**src/inc/wes_pkg.sv**
```systemverilog
// Constants shared by the wake event enable and status block.
// Assumes one 50 MHz clock and an 8-bit register port from the host side.
package wes_pkg;
  localparam int unsigned ADDR_W = 8;         // Register address width
  localparam int unsigned DATA_W = 8;         // Register data width
  localparam int unsigned GP_N   = 8;         // General event sources
  localparam int unsigned MAIN_N = 3;         // Button, alarm, override
  // Register offsets
  localparam logic [7:0] OFS_MAIN_STATUS   = 8'h70;
  localparam logic [7:0] OFS_MAIN_MASK     = 8'h71;
  localparam logic [7:0] OFS_GP_MASK       = 8'h72;
  localparam logic [7:0] OFS_GP_POLARITY   = 8'h73;
  localparam logic [7:0] OFS_SUPPLY_CTRL   = 8'h74;
  localparam logic [7:0] OFS_ENABLE_RSVD   = 8'h7a;
  localparam logic [7:0] OFS_ENABLE_MAIN   = 8'h7b;
  localparam logic [7:0] OFS_GP_STATUS_LOW = 8'h7c;
  // Field positions in the enable and main status layout
  localparam int unsigned BIT_BUTTON   = 0;
  localparam int unsigned BIT_ALARM    = 2;
  localparam int unsigned BIT_OVERRIDE = 3;
  localparam int unsigned BIT_SLEEP    = 0;   // Supply control write bit
  localparam int unsigned BIT_SUPPLY   = 0;   // Supply control read bit
  // Index of each source in the main flag vector
  localparam int unsigned MI_BUTTON   = 0;
  localparam int unsigned MI_ALARM    = 1;
  localparam int unsigned MI_OVERRIDE = 2;
  // Reset value and valid enable bits
  localparam logic [7:0] RST_BYTE     = 8'h00;
  localparam logic [7:0] ENABLE_VALID = 8'h05; // Only bits 0 and 2 exist
  // Sources whose documented edge is high-to-low
  localparam logic [GP_N-1:0]   GP_FALL_DEFAULT   = 8'h58;
  localparam logic [MAIN_N-1:0] MAIN_FALL_DEFAULT = 3'h1;
endpackage : wes_pkg

```
**src/inc/wes_evt_if.sv**
```systemverilog
// Carrier between the event detector, the flag bank and the top.
// Assumes all three sit on core_clk.
`timescale 1ns/1ns
interface wes_evt_if #(parameter int unsigned W = 8);
  logic [W-1:0] raw;       // Unsynchronised source levels
  logic [W-1:0] invert;    // Per-source polarity inversion
  logic [W-1:0] hit;       // One-cycle edge found
  logic [W-1:0] clr;       // Clear requests
  logic [W-1:0] rst_bits;  // Per-bit reset
  logic [W-1:0] flags;     // Sticky flags
  modport det (input raw, input invert, output hit);
  modport flg (input hit, input clr, input rst_bits, output flags);
  modport ctl (output raw, output invert, output clr, output rst_bits,
               input hit, input flags);
endinterface : wes_evt_if

```
**src/rtl/wes_edge_detect.sv**
```systemverilog
// Two-stage synchroniser and edge finder per source.
// Assumes raw levels are asynchronous to core_clk.
`timescale 1ns/1ns
module wes_edge_detect #(
  parameter int unsigned W = 8                // Source count
) (
  input  wire logic core_clk,                 // System clock
  input  wire logic reset,                    // Synchronous reset
  wes_evt_if.det    ev                        // Source carrier
);
  logic [W-1:0] sync_a;    // First stage, read only by sync_b
  logic [W-1:0] sync_b;    // Second stage
  logic [W-1:0] prev;      // Previous polarity-corrected sample
  logic [W-1:0] level;     // Polarity-corrected present sample

  initial begin
    if (W < 1) $error("wes_edge_detect needs at least one source");
  end

  // Synchronise every source; no reset, so the stages hold the true
  // pin level when reset ends and a pin held active gives no edge
  always_ff @(posedge core_clk) begin
    sync_a <= ev.raw;
    sync_b <= sync_a;
  end

  // Inversion turns the opposite edge into a rising one
  assign level = sync_b ^ ev.invert;

  // Ones at reset so no edge fires before an idle level is seen
  always_ff @(posedge core_clk) begin
    if (reset) prev <= '1;
    else prev <= level;
  end

  assign ev.hit = level & ~prev;
endmodule : wes_edge_detect

```
**src/rtl/wes_flag_bank.sv**
```systemverilog
// Bank of sticky flags, set by edges, cleared by one-writes.
// Assumes hit, clr and rst_bits all come from core_clk logic.
`timescale 1ns/1ns
module wes_flag_bank #(
  parameter int unsigned W = 8                // Flag count
) (
  input  wire logic core_clk,                 // System clock
  wes_evt_if.flg    ev                        // Flag carrier
);
  initial begin
    if (W < 1) $error("wes_flag_bank needs at least one flag");
  end

  // One flag per source; set beats clear in the same cycle
  for (genvar i = 0; i < W; i++) begin : g_flag
    always_ff @(posedge core_clk) begin
      if (ev.rst_bits[i]) ev.flags[i] <= 1'b0;
      else if (ev.hit[i]) ev.flags[i] <= 1'b1;
      else if (ev.clr[i]) ev.flags[i] <= 1'b0;
    end
  end
endmodule : wes_flag_bank

```
**src/rtl/wes_wake_top.sv**
```systemverilog
// Wake event enables, event status and wake outputs.
// Assumes host register port on core_clk and asynchronous event pins.
//
// Design decision made here: the address-and-strobe port.
`timescale 1ns/1ns
module wes_wake_top
  import wes_pkg::*;
(
  input  wire logic              core_clk,              // 50 MHz clock
  input  wire logic              reset,                 // Standby power reset
  input  wire logic              battery_reset,         // Battery power reset
  input  wire logic [ADDR_W-1:0] reg_addr,              // Register address
  input  wire logic [DATA_W-1:0] reg_wdata,             // Write data
  input  wire logic              reg_wr,                // Write strobe
  input  wire logic              reg_rd,                // Read strobe
  output logic      [DATA_W-1:0] reg_rdata,             // Read data, next cycle
  input  wire logic              power_button_input_n,  // Button, low pressed
  input  wire logic              alarm_in,              // Clock alarm level
  input  wire logic              override_in,           // Override indication
  input  wire logic [2:0]        gp_pin,                // Pins a, b, c
  input  wire logic              keyboard_data,         // Keyboard data line
  input  wire logic              mouse_data,            // Mouse data line
  input  wire logic              special_key,           // Special key event
  input  wire logic              ring_indicator_n,      // Ring indicator
  input  wire logic              combined_event,        // All events signal
  output logic                   supply_on_output_n,    // Supply on, low on
  output logic                   power_event_output_n,  // Power event, low
  output logic                   wake_pulse,            // Wake strobe
  output logic                   irq                    // Level interrupt
);

  // Carriers for the general sources and for the main sources
  wes_evt_if #(.W(GP_N))   gp_ev ();
  wes_evt_if #(.W(MAIN_N)) mn_ev ();

  // Software-visible state
  logic [DATA_W-1:0] enable_main;   // Button and alarm enables
  logic [DATA_W-1:0] main_mask;     // Interrupt mask for main status
  logic [GP_N-1:0]   gp_mask;       // Interrupt mask for general status
  logic [GP_N-1:0]   gp_polarity;   // Per-source inversion
  logic [DATA_W-1:0] main_status;   // Main flags in register layout
  logic              supply_on;     // Supply currently requested on

  // Decoded accesses
  logic              wr_enable;     // Write to main enable
  logic              wr_gp_stat;    // Write to general status
  logic              wr_mn_stat;    // Write to main status
  logic              wr_mn_mask;    // Write to main mask
  logic              wr_gp_mask;    // Write to general mask
  logic              wr_polarity;   // Write to polarity
  logic              wr_supply;     // Write to supply control
  logic [DATA_W-1:0] next_rdata;    // Read mux output

  // Derived wake terms
  logic              button_en;     // Button enable bit
  logic              alarm_en;      // Alarm enable bit
  logic              override_set;  // Override flag set
  logic              alarm_term;    // Enabled, unblocked alarm
  logic              alarm_term_d;  // Previous alarm term
  logic              button_term;   // Enabled button flag
  logic              next_pme;      // Event output condition
  logic              next_wake;     // Wake strobe condition
  logic              next_irq;      // Interrupt condition

  // Source wiring: general vector in status bit order
  assign gp_ev.raw = {combined_event,       // Bit 7
                      ring_indicator_n,     // Bit 6
                      special_key,          // Bit 5
                      mouse_data,           // Bit 4
                      keyboard_data,        // Bit 3
                      gp_pin};              // Bits 2..0

  // Falling-edge sources are turned round here, software adds its own
  assign gp_ev.invert = GP_FALL_DEFAULT ^ gp_polarity;

  // Main sources: button pressed is a falling edge of the active-low pin
  assign mn_ev.raw[MI_BUTTON]   = power_button_input_n;
  assign mn_ev.raw[MI_ALARM]    = alarm_in;
  assign mn_ev.raw[MI_OVERRIDE] = override_in;
  assign mn_ev.invert           = MAIN_FALL_DEFAULT;

  // Edge detection for both groups
  wes_edge_detect #(.W(GP_N)) u_gp_det (
    .core_clk (core_clk),
    .reset    (reset),
    .ev       (gp_ev)
  );

  wes_edge_detect #(.W(MAIN_N)) u_mn_det (
    .core_clk (core_clk),
    .reset    (reset),
    .ev       (mn_ev)
  );

  // General flags: rising edges on pins a, b, c, special key, combined; falling edges on keyboard, mouse, ring
  wes_flag_bank #(.W(GP_N)) u_gp_flags (
    .core_clk (core_clk),
    .ev       (gp_ev)
  );

  // Main flags: button, alarm, override
  wes_flag_bank #(.W(MAIN_N)) u_mn_flags (
    .core_clk (core_clk),
    .ev       (mn_ev)
  );

  // General status cleared by the standby power reset
  assign gp_ev.rst_bits = {GP_N{reset}};

  // Button flag follows standby reset; alarm and override follow battery
  assign mn_ev.rst_bits[MI_BUTTON]   = reset;
  assign mn_ev.rst_bits[MI_ALARM]    = battery_reset;
  assign mn_ev.rst_bits[MI_OVERRIDE] = battery_reset;

  // Address decode, writes only
  assign wr_enable   = reg_wr && (reg_addr == OFS_ENABLE_MAIN);
  assign wr_gp_stat  = reg_wr && (reg_addr == OFS_GP_STATUS_LOW);
  assign wr_mn_stat  = reg_wr && (reg_addr == OFS_MAIN_STATUS);
  assign wr_mn_mask  = reg_wr && (reg_addr == OFS_MAIN_MASK);
  assign wr_gp_mask  = reg_wr && (reg_addr == OFS_GP_MASK);
  assign wr_polarity = reg_wr && (reg_addr == OFS_GP_POLARITY);
  assign wr_supply   = reg_wr && (reg_addr == OFS_SUPPLY_CTRL);

  // One-writes clear general flags; zeros leave them alone
  assign gp_ev.clr = wr_gp_stat ? reg_wdata : '0;

  // One-writes clear main flags at their layout positions
  assign mn_ev.clr[MI_BUTTON] = wr_mn_stat && reg_wdata[BIT_BUTTON];
  assign mn_ev.clr[MI_ALARM]  = wr_mn_stat && reg_wdata[BIT_ALARM];
  assign mn_ev.clr[MI_OVERRIDE] = wr_mn_stat && reg_wdata[BIT_OVERRIDE];

  // Main flags placed into register layout, other bits zero
  always_comb begin
    main_status               = RST_BYTE;
    main_status[BIT_BUTTON]   = mn_ev.flags[MI_BUTTON];
    main_status[BIT_ALARM]    = mn_ev.flags[MI_ALARM];
    main_status[BIT_OVERRIDE] = mn_ev.flags[MI_OVERRIDE];
  end

  // Enable register, cleared by either reset
  always_ff @(posedge core_clk) begin
    if (reset || battery_reset) begin
      enable_main <= RST_BYTE;
    end else if (wr_enable) begin
      enable_main <= reg_wdata & ENABLE_VALID; // Reserved bits stay zero
    end
  end

  // Interrupt masks and polarity
  always_ff @(posedge core_clk) begin
    if (reset || battery_reset) begin
      main_mask   <= RST_BYTE;
      gp_mask     <= RST_BYTE;
      gp_polarity <= RST_BYTE;
    end else begin
      if (wr_mn_mask) begin
        main_mask <= reg_wdata;
      end
      if (wr_gp_mask) begin
        gp_mask <= reg_wdata;
      end
      if (wr_polarity) begin
        gp_polarity <= reg_wdata;
      end
    end
  end

  // Enable bits used by the wake logic
  assign button_en    = enable_main[BIT_BUTTON];
  assign alarm_en     = enable_main[BIT_ALARM];
  assign override_set = mn_ev.flags[MI_OVERRIDE];

  // Alarm reaches the event, wake and supply outputs only when enabled and not overridden
  assign alarm_term  = mn_ev.flags[MI_ALARM] && alarm_en && !override_set;

  // Button reaches the event output only when enabled
  assign button_term = mn_ev.flags[MI_BUTTON] && button_en;

  // Event output condition
  assign next_pme = button_term || alarm_term;

  // Wake: any press, or a newly raised alarm term
  assign next_wake = mn_ev.hit[MI_BUTTON] || (alarm_term && !alarm_term_d);

  // Interrupt: any unmasked flag
  assign next_irq = |(main_status & main_mask) ||
                    |(gp_ev.flags & gp_mask);

  // Output registers for event, wake and interrupt
  always_ff @(posedge core_clk) begin
    if (reset) begin
      power_event_output_n <= 1'b1;
      wake_pulse           <= 1'b0;
      irq                  <= 1'b0;
      alarm_term_d         <= 1'b0;
    end else begin
      power_event_output_n <= !next_pme;
      wake_pulse           <= next_wake;
      irq                  <= next_irq;
      alarm_term_d         <= alarm_term;
    end
  end

  // Supply control: override forces off, wake beats sleep
  always_ff @(posedge core_clk) begin
    if (reset) begin
      supply_on <= 1'b0;
    end else if (mn_ev.hit[MI_OVERRIDE]) begin
      supply_on <= 1'b0;                      // Held button turns off
    end else if (next_wake) begin
      supply_on <= 1'b1;
    end else if (wr_supply && reg_wdata[BIT_SLEEP]) begin
      supply_on <= 1'b0;                      // Software sleep
    end
  end

  // Active-low supply pin
  always_ff @(posedge core_clk) begin
    if (reset) supply_on_output_n <= 1'b1;
    else supply_on_output_n <= !(supply_on || next_wake);
  end

  // Read mux, unmapped offsets read zero
  always_comb begin
    next_rdata = RST_BYTE;
    case (reg_addr)
      OFS_ENABLE_RSVD:   next_rdata = RST_BYTE;
      OFS_ENABLE_MAIN:   next_rdata = enable_main;
      OFS_GP_STATUS_LOW: next_rdata = gp_ev.flags;
      OFS_MAIN_STATUS:   next_rdata = main_status;
      OFS_MAIN_MASK:     next_rdata = main_mask;
      OFS_GP_MASK:       next_rdata = gp_mask;
      OFS_GP_POLARITY:   next_rdata = gp_polarity;
      OFS_SUPPLY_CTRL: begin
        next_rdata[BIT_SUPPLY] = supply_on;
      end
      default:           next_rdata = RST_BYTE;
    endcase
  end

  // Read data stand only in the cycle after the strobe
  always_ff @(posedge core_clk) begin
    if (reset) reg_rdata <= RST_BYTE;
    else if (reg_rd) reg_rdata <= next_rdata;
    else reg_rdata <= RST_BYTE;
  end
endmodule : wes_wake_top

```
**config.mk**
```make
export PLATFORM = sky130hd
export DESIGN_NAME = wes_wake_top
export DESIGN_NICKNAME = d
export VERILOG_FILES = /design/src/inc/wes_pkg.sv /design/src/inc/wes_evt_if.sv /design/src/rtl/wes_edge_detect.sv /design/src/rtl/wes_flag_bank.sv /design/src/rtl/wes_wake_top.sv
export SDC_FILE = /design/constraint.sdc
export NUM_CORES = 1
export LEC_CHECK = 0
export BUFFER_PORTS_ARGS = -buffer_cell sky130_fd_sc_hd__buf_4
export CAP_MARGIN = 25
export CELL_PAD_IN_SITES_DETAIL_PLACEMENT = 0
export CELL_PAD_IN_SITES_GLOBAL_PLACEMENT = 1
export CORE_UTILIZATION = 45
export CTS_CLUSTER_DIAMETER = 40
export DETAILED_ROUTE_END_ITERATION = 10
export PLACE_DENSITY = 0.84
export SLEW_MARGIN = 0
export SYNTH_ARGS = -nofsm -noshare
export SYNTH_HDL_FRONTEND = slang
export SYNTH_SLANG_ARGS = --single-unit
```
**constraint.sdc**
```tcl
create_clock -name core_clk -period 1.8 [get_ports core_clk]
set_input_delay 0.18 -clock core_clk [delete_from_list [all_inputs] [get_ports core_clk]]
set_output_delay 0.18 -clock core_clk [all_outputs]
set_load 0.02 [all_outputs]
```
==> results of run 1 <==
final timing paths:
path                           from            endpoint  slack [ps]  cells after the start
max                   battery_reset      gp_polarity[1]         540                      4
min                    reg_wdata[7]          gp_mask[7]         110                      3
max reg2reg  u_mn_flags.ev.flags[0]        reg_rdata[0]         560                      3
min reg2reg      u_mn_det.sync_a[2]  u_mn_det.sync_b[2]         320                      0
power breakdown:
group / leakage (uW) / internal [uW] / switching (uW)
Clock: 0.0000905 / 539 / 643
Combinational: 0.000890 / 110 / 104
Sequential: 0.000690 / 1910 / 23.7
flip-flops by register name, summed over array words and instances, names as in the netlist, 8 cells and up:
register	flops
u_gp_flags.ev.flags	8
main_mask	8
gp_mask	8
u_gp_det.sync_b	8
gp_polarity	8
u_gp_det.sync_a	8
reg_rdata	8
u_gp_det.prev	8
layer usage:
layer	up-vias	track usage (%)	part of all wire (%)
met3	4	5.21	5.6
met4	0	5.86	0.99
met5	-	0	0
met2	70	29.4	45
li1	1123	-	-
met1	1076	28.4	49
layout by cell type, fill, tap and decap left out, drive strengths merged, types with 10 or more instances in the layout:
cell type	Yosys	layout
dfxtp	84	84
buf	8	49
nor2	38	38
mux2i	27	27
a21oi	18	18
dlygate4sd3	0	12
clkbuf	7	12
or2	11	11
o21ai	10	10
inv	9	10
kinds of logic after synthesis:
kind of cell    Yosys count  synth area share [%]
simple gates             89                  16.0
buf+inv                  24                  3.40
xor+xnor                  8                  2.30
compound gates           51                  11.0
flops                    84                  55.1
mux                      34                  12.2
per-stage QoR:
stage / worst slack, ps / cell area, um^2 / instances / util (%) / total power (uW)
2_1_floorplan: 503 / 3050 / 290 / - / 2080
3_3_place_gp: 234 / 3440 / 401 / 53.3 / 2170
3_5_place_dp: 181 / 3440 / 401 / 53.3 / 2170
4_1_cts: 534 / 3730 / 429 / 57.8 / 3360
5_1_grt: 414 / 3730 / 429 / 57.8 / 3490
6_report: 537 / 3730 / 429 / 57.8 / 3330
worst max-delay path, cell delays in order:
cell,delay (ps)
dlygate4sd3_1,540
buf_4,140
or2_2,500
nor2_1,170
layout make-up:
type	instances	area, um^2	share of cell area (%)
Clock buffer	12	145	3.89
Clock inverter	4	23.8	0.637
Inverter	9	33.8	0.905
Multi-Input combinational cell	182	1260	33.9
Sequential cell	84	1680	45.0
Tap cell	77	96.3	2.58
Timing Repair Buffer	61	488	13.1
repair_timing:
item / 4_1_cts / 5_1_grt
endpoints found under the hold margin: 13 / 0
endpoints found under the setup margin: 0 / 0
hold buffers: 12 / 0
==> results.ini, run 1 <==
[timing]
setup_violations=0
layout_min_cycle_time_ps=1260
worst_pin_slew_ps=544
finClkSkew_ps=13.8
hold_ws_ps=106
rsz0062_at_grt=false
hold_viol=0
tns_ps=0
slew_violations=0
clock.fmax_mhz=792
slew-limit-headroom_pct=63.8
fin_crit_sh_pct=70.2

[grt]
grt_pass1_vias=2136
grt_start_max_net_pins=29
grt_pass1_wl_um=10800
grt.total_usage_pct=19.8
antenna_found_initial=0
gr-total-overflow=0

[logic_synthesis]
synth_ff_type=dfxtp_1
synthesis.nets=322
ys_warn_count=0
synthTopCellsByArea=dfxtp_1 (55%), mux2i_1 (8.9%), nor2_1 (4.7%)
ys_ff_latch=84
synth_top_area_share_pct=55.1
async_flop_share_pct=0
yosysUniqueCellTypes=41
synth_edf_count=0
seq_area_frac_synth_pct=55.1
synth_commonest_cells=dfxtp_1 (84), nor2_1 (38), mux2i_1 (27), a21oi_1 (18), or2_2 (11)
syn_inst=290
synth.most_common_cell=dfxtp_1
syn_avg_cell_area_um2=10.5
synth_top_area_cell=dfxtp_1
syn_area_um2=3050

[setup_path]
critPathRequiredTime_ps=2070
arrival_ps=1530
critPathLaunchType=input port
cp-end-kind=flip-flop
critPathMaxFanout=26
criticalPathCategory=in -> reg

[power_and_ir_drop]
ir_worst_vdd_mv=0.636
p_per_area_nw_per_um2=893
p_leak_uw=0.00167

[floorplan]
die-area_um2=7110
die_w_um=84.3
chipHeight_um=84.3
num_rows=29
core_um2=6460
io_pins=44
start_util_pct=47.2

[clock_tree]
cts_made_buffers=9
cts_buffer_depth=2
clkTransAtPathRegs_ps=80
postCtsSetupBuffers=0
clock-sinks=84
cts_tree=yes
root_buffer=clkbuf_8
ctsResizeCount=0
htreeDepth=3
clock_latency_ps=340

[detailed_routing]
final_antenna_net_count=0
drt-initial-drc-count=221
avgViaCountPerCell=5.30
drtPass1Iterations=7
drt-total-wl_um=6480
vias=2273
drc=10
wl_per_cell_um=15.1

[status]
outcome=finished with violations
violations=design-rule violations

[place]
gp_routability_congestion=0.805
portBuffers=43
place_hpwl_um=4260

[hold_path]
hp-class=in -> reg

[job]
drv_cap=0

[finish]
finalNetCount=379
drive_gt1_share_pct=24.7
fillers=566
area_delta_synth_final_pct=22.4
antenna_cells=0

Note: power is estimated with default switching activity, not from simulation.
==> run 2, diff against run 1 <==
--- a/config.mk
+++ b/config.mk
@@ -9,10 +9,10 @@
 export CAP_MARGIN = 25
 export CELL_PAD_IN_SITES_DETAIL_PLACEMENT = 0
 export CELL_PAD_IN_SITES_GLOBAL_PLACEMENT = 1
-export CORE_UTILIZATION = 45
+export CORE_UTILIZATION = 39
 export CTS_CLUSTER_DIAMETER = 40
 export DETAILED_ROUTE_END_ITERATION = 10
-export PLACE_DENSITY = 0.84
+export PLACE_DENSITY = 0.78
 export SLEW_MARGIN = 0
 export SYNTH_ARGS = -nofsm -noshare
 export SYNTH_HDL_FRONTEND = slang
==> constraint.sdc (replaced) <==
create_clock -name core_clk -period 1.1 [get_ports core_clk]
set_input_delay 0.11 -clock core_clk [delete_from_list [all_inputs] [get_ports core_clk]]
set_output_delay 0.11 -clock core_clk [all_outputs]
set_load 0.02 [all_outputs]
==> run 2 against run 1 <==
Highest routed layer unchanged. Die area rose by 15%. Core utilization fell by 2.7 points. The flow finishes with violations (negative setup slack). Global-route usage fell by 1.7 points. Worst setup slack got worse by 590 ps. Design area rose by 9.3%. Non-clock buffer count rose by 27. Sequential share of layout area fell by 3.7 points. Worst hold slack got worse by 97 ps. Sequential power rose by 63%. Clock skew fell by 6.8 ps. Clock power rose by 97%. Cell count rose by 11%.
==> results.ini, run 2 (synthesized netlist as in run 1, its figures left out) <==
[clock_tree]
clock_latency_ps=350  ; about the same
htreeDepth=3  ; unchanged
cts_buffer_depth=2  ; unchanged
clkTransAtPathRegs_ps=80  ; about the same
clock-sinks=84  ; unchanged
cts_made_buffers=9  ; unchanged
root_buffer=clkbuf_8
cts_tree=yes

[timing]
layout_min_cycle_time_ps=1150
setup_slack_ps=-53.5  ; -590 ps
hold_viol=0  ; unchanged
fin_crit_sh_pct=105
slew_violations=0  ; unchanged
rsz0062_at_grt=true
setup_violations=3  ; +3
clock.fmax_mhz=867
slew-limit-headroom_pct=64.0  ; +0.23 points
worst_pin_slew_ps=540  ; -3.47 ps
finClkSkew_ps=6.99  ; -6.84 ps
tns_ps=-98.1  ; -98.1 ps
hold_ws_ps=9.04  ; -97.2 ps

[detailed_routing]
drc=0  ; -10
drtPass1Iterations=4  ; -3
final_antenna_net_count=0  ; unchanged
drt-total-wl_um=6970  ; +7.6%
drt-initial-drc-count=250  ; +13%
avgViaCountPerCell=4.95  ; -6.5%
wl_per_cell_um=14.6  ; -3.4%
vias=2367  ; +4.1%

[floorplan]
num_rows=31  ; +6.9%
chipHeight_um=90.4  ; +7.2%
die-area_um2=8180  ; +15%
start_util_pct=41.2  ; -6.1 points
die_w_um=90.4  ; +7.2%
core_um2=7410  ; +15%
io_pins=44  ; unchanged

[power_and_ir_drop]
p_per_area_nw_per_um2=1450  ; +62%
fin_total_pwr_uw=5900  ; +77%
ir_worst_vdd_mv=0.754  ; +18%
p_leak_uw=0.00184  ; +9.9%

[grt]
grt_pass1_vias=2217  ; +3.8%
grt_start_max_net_pins=27  ; -6.9%
grt_pass1_wl_um=11400  ; +4.9%
gr-total-overflow=0  ; unchanged
antenna_found_initial=0  ; unchanged
grt.total_usage_pct=18.1  ; -1.7 points

[hold_path]
hp-class=in -> reg
min_from=reset

[finish]
finalNetCount=406  ; +7.1%
design_area_um2=4080  ; +9.3%
antenna_cells=0  ; unchanged
area_delta_synth_final_pct=33.8
utilization_pct=55.1  ; -2.7 points
final_cell_mix=dfxtp_1 (80), buf_4 (71), nor2_1 (38), mux2i_1 (27), a21oi_1 (17)
drive_gt1_share_pct=32.2  ; +7.5 points
ff_latch_area_um2=1690  ; +0.30%
multi_input_area_um2=1300  ; +3.0%
fillers=665  ; +17%
layout_commonest_cell=dfxtp_1

[status]
violations=negative setup slack
outcome=finished with violations

[setup_path]
criticalPathCategory=reg -> reg
critPathMaxFanout=3  ; -88%
critPathRequiredTime_ps=1340  ; -730 ps
cp-end-kind=flip-flop
worstSetupStartpoint=gp_mask[0]
critPathLaunchType=flip-flop
ff2ff_setup_slack_ps=-50  ; -610 ps
arrival_ps=1390  ; -140 ps
timing.rr.start=gp_mask[0]

[place]
portBuffers=43  ; unchanged
post_dp_cell_area_um2=3690  ; +7.2%
gp_routability_congestion=0.787  ; -2.3%
place_hpwl_um=4810  ; +13%

[job]
drv_cap=0  ; unchanged

-- run 2: where the power goes --
part	internal, uW	switching (uW)
Clock	1280	1040
Combinational	227	191
Sequential	3130	39.8
-- run 2: per-layer routing --
metal / GRT usage, % / part of all wire [%] / vias to the layer above
met5: 0 / 0 / -
li1: - / - / 1177
met3: 3.87 / 5.4 / 10
met1: 25.6 / 49 / 1100
met4: 7.80 / 2.1 / 0
met2: 26.4 / 43 / 80
-- run 2: critical path, stage by stage, from the launching register on --
cell     delay (ps)
dfxtp_2         340
mux4_2          470
a22oi_2         170
a21oi_2          80
-- run 2: final cells by class --
class / count / area share (%)
clock buffers: 12 / 3.31
clock inverters: 4 / 1.81
inverters: 9 / 0.828
multi-input cells: 182 / 31.9
flip-flops and latches: 84 / 41.3
well taps: 99 / 3.03
repair buffers: 88 / 17.8
-- run 2: repair_timing --
item,CTS,global route
hold endpoints to repair,15,0
setup buffers,0,1
resized for setup,5,7
setup endpoints to repair,3,13
hold buffers,13,0
-- run 2: worst paths after layout --
path,cells past startpoint,endpoint
max,3,reg_rdata[0]
min,2,irq
max reg2reg,3,reg_rdata[0]
min reg2reg,0,u_gp_det.sync_b[2]
-- run 2: through the flow --
step / setup WS, ps / cells
3_5_place_dp: -270 / 448
2_1_floorplan: -32.7 / 290
5_1_grt: -82.9 / 478
6_report: -53.5 / 478
4_1_cts: -60.9 / 477
3_3_place_gp: -219 / 448
